===== config.mk =====
export PLATFORM = sky130hd
export DESIGN_NAME = pciarb_pins
export DESIGN_NICKNAME = d
export VERILOG_FILES = /design/src/design/pciarb_pkg.sv /design/src/design/pciarb_pins.sv
export VERILOG_INCLUDE_DIRS = /design/src /design/src/design
export SDC_FILE = /design/constraint.sdc
export NUM_CORES = 1
export LEC_CHECK = 0
export BUFFER_PORTS_ARGS = -buffer_cell sky130_fd_sc_hd__buf_2
export CAP_MARGIN = 10
export CORE_MARGIN = 2
export CORE_UTILIZATION = 50
export CTS_CLUSTER_SIZE = 20
export DETAILED_ROUTE_END_ITERATION = 8
export PLACE_DENSITY = 0.78
export SLEW_MARGIN = 20
export SYNTH_ARGS = -nofsm -noshare
export SYNTH_HDL_FRONTEND = slang
export SYNTH_SLANG_ARGS = --single-unit

===== constraint.sdc =====
create_clock -name sys_clk -period 2.9 [get_ports sys_clk]
set_input_delay 0.58 -clock sys_clk [delete_from_list [all_inputs] [get_ports sys_clk]]
set_output_delay 0.58 -clock sys_clk [all_outputs]
set_load 0.1 [all_outputs]

===== src/design/pciarb_map.svh =====
// Constants for the arbitration pin block: counts and reset values.
// Assumes inclusion by the package and the design module only.
`ifndef PCIARB_MAP_SVH
`define PCIARB_MAP_SVH
`define PCIARB_NUM_AGENTS 4
`define PCIARB_GRANT_IDLE 4'hF
`define PCIARB_GRANT_IDLE_BIT 1'b1
`define PCIARB_BUS_MHZ 33
`endif


===== src/design/pciarb_pkg.sv =====
// Types for the arbitration pin block.
// Assumes pciarb_map.svh is on the include path.
`include "pciarb_map.svh"
package pciarb_pkg;
    typedef enum logic [2:0] {
        ST_OFF = 3'h1,
        ST_IDLE = 3'h2,
        ST_GRANT = 3'h4
    } pciarb_state_t;
    typedef logic [`PCIARB_NUM_AGENTS-1:0] pciarb_vec_t;
endpackage : pciarb_pkg


===== src/design/pciarb_pins.sv =====
// Arbitration and interrupt pin logic of the bus controller.
// Assumes pins are sampled on sys_clk, the bus clock, by two flip-flops.
//
// Overview of operation
// - Each attached agent has its own request input asking for the bus.
// - Arbiter on: shared request pin is an input, one more agent request.
// - Arbiter off: shared request pin is driven to ask external arbiter.
// - Arbiter drives a grant output to each agent to permit bus control.
// - Arbiter on: shared grant pin is driven for the shared-pin agent.
// - Arbiter off: shared grant is an input; take bus only once granted.
// - Interrupt pin is open drain: pulled low to signal, never high.
// - Arbitration signals are sampled on the rising bus clock edge.
`timescale 1ns/1ns
`include "pciarb_map.svh"
module pciarb_pins #(
    parameter int NUM_AGENTS = `PCIARB_NUM_AGENTS
) (
    input wire logic sys_clk,
    input wire logic arst_n,
    input wire logic ifEnable,
    input wire logic arbEnable,
    input wire logic [NUM_AGENTS-1:0] agentReq_n,
    output logic [NUM_AGENTS-1:0] agentGnt_n,
    output logic [NUM_AGENTS-1:0] agentGntOe_n,
    input wire logic sharedReqIn_n,
    output logic sharedReqOut_n,
    output logic sharedReqOe_n,
    input wire logic sharedGntIn_n,
    output logic sharedGntOut_n,
    output logic sharedGntOe_n,
    input wire logic ownReq,
    input wire logic ownDone,
    output logic ownGranted,
    input wire logic intReq,
    output logic intOut_n,
    output logic intOe_n
);
    import pciarb_pkg::*;

    localparam int NREQ = NUM_AGENTS + 1;

    // Idle level of one grant line, spread over all agents
    localparam logic [NUM_AGENTS-1:0] GNT_IDLE =
        {NUM_AGENTS{`PCIARB_GRANT_IDLE_BIT}};

    typedef struct packed {
        // Pin samplers, first and second stage
        logic [NUM_AGENTS-1:0] reqMeta;
        logic [NUM_AGENTS-1:0] reqSync;
        logic [1:0] sReqMeta;
        logic [1:0] sReqSync;

        // Arbiter state and ownership
        pciarb_state_t state;
        logic [NREQ-1:0] owner;
        logic [NREQ-1:0] lastOwner;

        // Registered pin drivers
        logic [NUM_AGENTS-1:0] agentGnt_n;
        logic [NUM_AGENTS-1:0] agentGntOe_n;
        logic sharedReqOut_n;
        logic sharedReqOe_n;
        logic sharedGntOut_n;
        logic sharedGntOe_n;
        logic ownGranted;
        logic intOut_n;
        logic intOe_n;
    } pciarb_regs_t;

    pciarb_regs_t r;
    pciarb_regs_t next_r;
    logic [NREQ-1:0] reqVec;
    logic [NREQ-1:0] pick;
    logic [NREQ-1:0] aboveLast;
    logic sharedReqSync;
    logic sharedGntSync;

    // Requesters past the last owner get first pick; this rotates the bus
    for (genvar g = 0; g < NREQ; g++) begin : g_above
        assign aboveLast[g] = (r.lastOwner >> g) == '0;
    end

    always_comb begin
        // Synchronised copies of the shared pins
        sharedReqSync = r.sReqSync[0];
        sharedGntSync = r.sReqSync[1];

        // Shared request only counts while the arbiter is on
        reqVec = {~sharedReqSync & arbEnable, ~r.reqSync};

        // First pass: lowest request above the last owner
        pick = '0;
        for (int i = 0; i < NREQ; i++) begin
            if (pick == '0 && reqVec[i] && aboveLast[i]) begin
                pick[i] = 1'b1;
            end
        end

        // Second pass: wrap round to the lowest request
        if (pick == '0) begin
            for (int i = 0; i < NREQ; i++) begin
                if (pick == '0 && reqVec[i]) begin
                    pick[i] = 1'b1;
                end
            end
        end

        next_r = r;

        // Two-stage sampling of pins on the rising bus clock edge
        next_r.reqMeta = agentReq_n;
        next_r.reqSync = r.reqMeta;
        next_r.sReqMeta = {sharedGntIn_n, sharedReqIn_n};
        next_r.sReqSync = r.sReqMeta;

        // Pin directions follow the enables
        next_r.agentGntOe_n = {NUM_AGENTS{~ifEnable}};
        next_r.sharedGntOe_n = ~(ifEnable & arbEnable);
        next_r.sharedReqOe_n = ~(ifEnable & ~arbEnable);

        // Open drain: only ever pulls low, released otherwise
        next_r.intOut_n = 1'b0;
        next_r.intOe_n = ~(ifEnable & intReq);

        // Grants and requests idle unless a state drives them
        next_r.agentGnt_n = GNT_IDLE;
        next_r.sharedGntOut_n = 1'b1;
        next_r.sharedReqOut_n = 1'b1;
        next_r.ownGranted = 1'b0;

        case (r.state)
            ST_OFF: begin
                // Pins float; wait for software
                next_r.owner = '0;
                if (ifEnable) begin
                    next_r.state = ST_IDLE;
                end
            end
            ST_IDLE: begin
                // One idle cycle between owners
                next_r.owner = '0;
                if (!ifEnable) begin
                    next_r.state = ST_OFF;
                end else if (arbEnable && pick != '0) begin
                    next_r.owner = pick;
                    next_r.lastOwner = pick;
                    next_r.state = ST_GRANT;
                end else if (!arbEnable && ownReq) begin
                    next_r.sharedReqOut_n = 1'b0;
                    next_r.state = ST_GRANT;
                end
            end
            ST_GRANT: begin
                if (!ifEnable) begin
                    next_r.state = ST_OFF;
                end else if (arbEnable) begin
                    // Hold grant while the owner keeps requesting
                    if ((r.owner & reqVec) != '0) begin
                        next_r.agentGnt_n =
                            ~r.owner[NUM_AGENTS-1:0];
                        next_r.sharedGntOut_n =
                            ~r.owner[NUM_AGENTS];
                    end else begin
                        next_r.state = ST_IDLE;
                    end
                end else if (ownReq && !ownDone) begin
                    // Keep asking; use the bus only once granted
                    next_r.sharedReqOut_n = 1'b0;
                    next_r.ownGranted = ~sharedGntSync;
                end else begin
                    next_r.state = ST_IDLE;
                end
            end
            default: begin
                next_r.state = ST_OFF;
            end
        endcase
    end

    always_ff @(posedge sys_clk or negedge arst_n) begin
        if (!arst_n) begin
            r <= '0;
            r.reqMeta <= '1;
            r.reqSync <= '1;
            r.sReqMeta <= 2'h3;
            r.sReqSync <= 2'h3;
            r.state <= ST_OFF;
            r.agentGnt_n <= GNT_IDLE;
            r.agentGntOe_n <= '1;
            r.sharedReqOut_n <= 1'b1;
            r.sharedReqOe_n <= 1'b1;
            r.sharedGntOut_n <= 1'b1;
            r.sharedGntOe_n <= 1'b1;
            r.intOut_n <= 1'b0;
            r.intOe_n <= 1'b1;
        end else begin
            r <= next_r;
        end
    end

    // Every output comes straight from a register
    assign agentGnt_n = r.agentGnt_n;
    assign agentGntOe_n = r.agentGntOe_n;
    assign sharedReqOut_n = r.sharedReqOut_n;
    assign sharedReqOe_n = r.sharedReqOe_n;
    assign sharedGntOut_n = r.sharedGntOut_n;
    assign sharedGntOe_n = r.sharedGntOe_n;
    assign ownGranted = r.ownGranted;
    assign intOut_n = r.intOut_n;
    assign intOe_n = r.intOe_n;
endmodule : pciarb_pins


Yosys cells after proc, flatten, opt, wreduce, memory -nomap -nowiden
Index checks and enable logic that the tools add are counted.

operators by class
  eq/ne operators = 7
  muxes and demuxes = 46
  bitwise operators = 16
  reductions and logical operators = 37

operators with widths
  operator              number
  $logic_not A5 Y1      10
  $mux W1               28
  $mux W3               8
  $mux W10              2
  $logic_and A1 B1 Y1   17
  $mux W4               4
  $ne A4 B4 Y1 const B  3
  $pmux W5 S2           1
  $reduce_bool A5 Y1    2
  $not A1 Y1            9
  $pmux W3 S3           1
  $not A4 Y4            2
  $and A5 B5 Y5         1
  $mux W5               1
  $and A1 B1 Y1         4
  $logic_not A4 Y1      1
  $reduce_and A4 Y1     1
  $eq A3 B1 Y1 const B  1
  $eq A3 B2 Y1 const B  1
  $eq A3 B3 Y1 const B  1
  $logic_not A3 Y1      1
  $reduce_and A3 Y1     1
  $logic_not A1 Y1      2
  $logic_not A2 Y1      1
  other kinds (3)       3

word-level totals
  register bits after elaboration = 36
  input port bits = 13
  output and inout bits = 15
  logic and storage cells = 121

Logic depth before layout (Yosys ltp)
  word-level depth = 44
  gate-level depth with buffers = 6
  mapped depth without buffers = 5

Worst setup path before layout
Ideal clock, no wire load.

  path kind = in2reg
  from = in arbEnable
  to = reg r[26] (netlist name)
  library setup time = 0.123 ns
  arrival time = 1.639 ns
  data required time = 2.777 ns
  slack = 1.138 ns
  stages = 5
  buffers on the path = 0
  path through = nor2b_1 o21ba_2 o32ai_4 nor4_1 o221a_2

on the way
  cells in the longest elaborated chain, start to end = 29
  elaborated cells between the ends (all ways) = 39
  those cells by class = eq/ne (3); mux (16); bitwise (2); reduce/logical (18)

RTL lines
  what                               line                                    text
  start: declaration                 pciarb_pins.sv:21                       input wire logic arbEnable,
  $and A1 B1 Y1                      pciarb_pins.sv:89                       reqVec = {~sharedReqSync & arbEnable, ~r.reqSync};
  $logic_and A1 B1 Y1 (2 in series)  pciarb_pins.sv:94                       if (pick == '0 && reqVec[i] && aboveLast[i]) begin
  $mux W1                            pciarb_pins.sv:94
  $logic_not A5 Y1                   pciarb_pins.sv:100, pciarb_pins.sv:102
  $logic_and A1 B1 Y1                pciarb_pins.sv:102                      if (pick == '0 && reqVec[i]) begin
  $mux W1                            pciarb_pins.sv:102
  $mux W1                            pciarb_pins.sv:100                      if (pick == '0) begin
  $logic_not A5 Y1                   pciarb_pins.sv:102
  (+12 left out)                     n/a
  $logic_and A1 B1 Y1                pciarb_pins.sv:102
  $mux W1                            pciarb_pins.sv:102
  $mux W5                            pciarb_pins.sv:100
  $reduce_bool A5 Y1                 pciarb_pins.sv:144                      end else if (arbEnable && pick != '0) begin
  $logic_and A1 B1 Y1                pciarb_pins.sv:144
  $mux W3                            pciarb_pins.sv:144
  $mux W3                            pciarb_pins.sv:142                      if (!ifEnable) begin
  $pmux W3 S3                        pciarb_pins.sv:131                      case (r.state)
  end signal: assignment             pciarb_pins.sv:197                      r <= next_r;
  end: declaration                   pciarb_pins.sv:70                       pciarb_regs_t r;

Parallel ways exist; a longest one is shown, timed or not. The select of a mux whose other input is x is not followed.
A chain may end at the register's enable or synchronous reset.

Worst setup path in the final report
  from = reg, netlist name agentGntOe_n[0]
  to = out agentGntOe_n[1]

RTL lines
  what              line               text
  end: declaration  pciarb_pins.sv:24  output logic [NUM_AGENTS-1:0] agentGntOe_n,

No word-level cell between the ends.

==> results by group <==
GRT
  – First-pass GRT wire length: 4.81 mm
  – M2 GR Usage: between 20% and 30%
  – Grt peak-use layer: met2
  – Largest net degree at the start of global routing: 37
  – Met1 usage: between 20% and 30%
  – Met3 GRT Util: 6.83%
  – Total GRT Usage: 17.9%
  – Vias in the first global route: 1052
  – Initial antenna violation count: 0
  – Grt total ovfl: 0

Synthesis
  – Warning count from the yosys run: 0
  – Asr flop ratio synth: 100%
  – Post-Syn Nets: roughly 150
  – Unique cell type count in the Yosys netlist: 44
  – Post-Syn Area: approximately 0.0017 mm²
  – Cells after Synth: between 100 and 150
  – Syn_area_per_cell: 11.8 µm²
  – Post-synth EDFFs: 0
  – Register area share after synthesis: 55.7%
  – FF+latch count, synth: 36
  – Synth Flop Type: dfstp_2

Clock tree
  – Register clock-pin slew on the reported worst setup and hold paths: 0.10 ns
  – Post_cts resized: 0
  – Setup Buffers After CTS: 0
  – Total CTS buffers: 5
  – TritonCTS Sinks: 36
  – Hold bufs inserted after CTS: 0
  – CTS tree: built
  – Skew-Pair Late Insertion Delay: 0.34 ns
  – Root Driver: clkbuf_4
  – CTS Buffer Depth: 2
  – H-tree depth: 2

Critical path
  – CP endpoint kind: output pin
  – RR Startpoint: r[17]$_DFFE_PN0P_
  – Critical Path, Cell by Cell: buf_2
  – Crit path max-delay family: flip-flops
  – CP arrival: 1.31 ns
  – Slowest-stage cell, CP: dfstp_2
  – Buf/Inv on CP: 1
  – Critical path class: reg2out
  – Critical Path RT: 2.32 ns
  – CP startpoint kind: flop
  – CP startpoint: agentGntOe_n[0]$_DFF_PN1_
  – Crit-path max cell delay: roughly 0.55 ns
  – Crit-path max FO: 4

Power
  – Final Power: about 0.0014 W
  – P_int: between 0.0008 and 0.0009 W
  – Worst vdd ir: between 0.4 and 0.5 mV
  – Pleak: about 0.80 nW
  – Pwr dens: 771 mW/mm²
  – Switching power: 0.000518 W
  – Combinational power share: between 30% and 40%
  – Sw Ratio: 36.6%
  – Clk pwr share: 19.0%
  – Flop pwr share: 48.1%

Drt
  – Vias: 1108
  – Drt wl/cell: ~13 µm
  – DR vias/cell: 5.33
  – Pre-Repair DR Iteration Count: 4
  – Routed Antenna Nets: 0
  – Drt initial violations: 49
  – Residual DRC count: 0
  – Routed wire length: 2.75 mm

Timing
  – RSZ-0062 raised after global routing: false
  – Total negative setup slack: 0 ns
  – Slew margin rel.: 51.2%
  – Fin crit share: 65.2%
  – Hold Vio Cnt, Final: 0
  – # setup viols final: 0
  – Fin crit period: 1.89 ns
  – Final Max Tran Viols: 0
  – Worst Tran Pin Value: 0.732 ns
  – Fmax: 529 MHz
  – Post-Route Skew: 0.00703 ns

Final layout
  – Area growth from synthesis to layout: 9.89%
  – # fillers: 268
  – Share of cells above drive strength 1: a little over two fifths
  – Nets@finish: 176
  – Ant diodes: 0

Placed design
  – HPWL after DPL: 2.08 mm
  – GP Congestion: 0.934
  – I/O Buffers: 26

Outcome
  – Status: complete, no violations

Die
  – Die H: 61.8 µm
  – Core footprint: roughly 0.0031 mm²
  – FP Rows: 20
  – # IOs: 28
  – Die X: approximately 62 µm
  – Initial Util: 53.4%
  – Die Area: 0.00382 mm²

Flow run
  – Max-Cap Viols: 0

Hold path
  – Min-delay worst type: in2async
registers in the layout, summed over array words and instances, names as in the netlist:
name / cells
intOe_n: 1
sharedReqOe_n: 1
sharedGntOe_n: 1
r: 19
sharedGntOut_n: 1
sharedReqOut_n: 1
next_r: 6
agentGntOe_n: 1
ownGranted: 1
agentGnt_n: 4
synthesized netlist by cell type (all sizes together) (2+ instances only):
cell type   n  area share, %
a2111oi     2            2.5
a21o        7            3.6
buf        10            4.5
dfrtp      13             19
dfstp      23             36
inv         7            1.6
nand2      19            4.3
nand2b      3            1.1
nand3       2           0.60
nor2        7            1.6
nor2b       4            1.5
nor3        2           0.60
nor3b       3            1.3
nor4        4            3.3
o21a        2           0.90
o21ai       9            3.1
o32ai       2            2.2
or3         2           0.82
metrics by stage:
step	cell area, µm²	cells	utilization, %	setup WS [ns]	hold WS [ns]
2_1_floorplan	1670	141	-	1.14	0.284
3_3_place_gp	1780	200	56.8	0.962	0.345
3_5_place_dp	1780	200	56.8	0.918	0.347
4_1_cts	1840	208	58.7	0.997	0.314
5_1_grt	1840	208	58.7	0.870	0.303
6_report	1840	208	58.7	1.01	0.296
power by group through the flow:
stage | Combinational, W | Clock (W) | Sequential [W]
6_report | 0.000465 | 0.000268 | 0.000681
5_1_grt | 0.000512 | 0.000301 | 0.000694
4_1_cts | 0.000467 | 0.000279 | 0.000679
3_5_place_dp | 0.000463 | 0 | 0.000689
3_3_place_gp | 0.000450 | 0 | 0.000683
2_1_floorplan | 0.000399 | 0 | 0.000670
layer usage:
metal	part of all wire, %	wire [µm]	up-vias
met5	0	0	-
met4	0.29	8	0
met3	6.5	178	2
met2	49	1350	46
met1	44	1210	528
li1	-	-	532
area by class of cell:
cell class	instances	area (µm²)	area share [%]
sequential	36	930	50.6
multi-input combinational	87	636	34.6
timing repair buffer	26	130	7.09
clock buffer	8	58.8	3.20
tap	44	55.1	3.00
inverter	7	26.3	1.43
kinds of logic after synthesis:
family | count (synthesis) | share of synthesized area (%)
mux | 1 | 0.674
simple gates | 52 | 18.1
compound gates | 32 | 18.5
flops | 36 | 55.7
buf+inv | 18 | 6.29
xor+xnor | 1 | 0.524
other cells | 1 | 0.225
cells in the final DEF (no fill, tap or decap), types with 2 or more instances in the layout:
master    Yosys  routed
buf_2         0      26
clkbuf_1      1       2
nand3_1       2       2
nor3b_1       3       3
a21o_1        6       6
nor4_4        2       2
nand2b_1      3       3
nor3_1        2       2
o21ai_2       2       2
inv_1         7       7
nor2b_1       4       4
o21ai_0       7       7
clkbuf_4      0       5
dfstp_2      23      23
dfrtp_1      13      13
nor4_1        2       2
nand2_1      19      19
o21a_1        2       2
nor2_1        7       7
worst paths after layout:
kind / endpoint / slack, ns / cells after the start
max: agentGntOe_n[1] / 1.01 / 1
min reg2reg: r[32]$_DFF_PN1_ / 0.36 / 0
max reg2reg: r[27]$_DFFE_PN0P_ / 1.01 / 5
min: r[24]$_DFFE_PN0P_ / 0.30 / 1
max in group asynchronous: r[15]$_DFFE_PN0P_ / 2.14 / 1
min in group sys_clk: next_r[33]$_DFF_PN1_ / 0.34 / 1
Note: power is estimated with default switching activity, not from simulation.
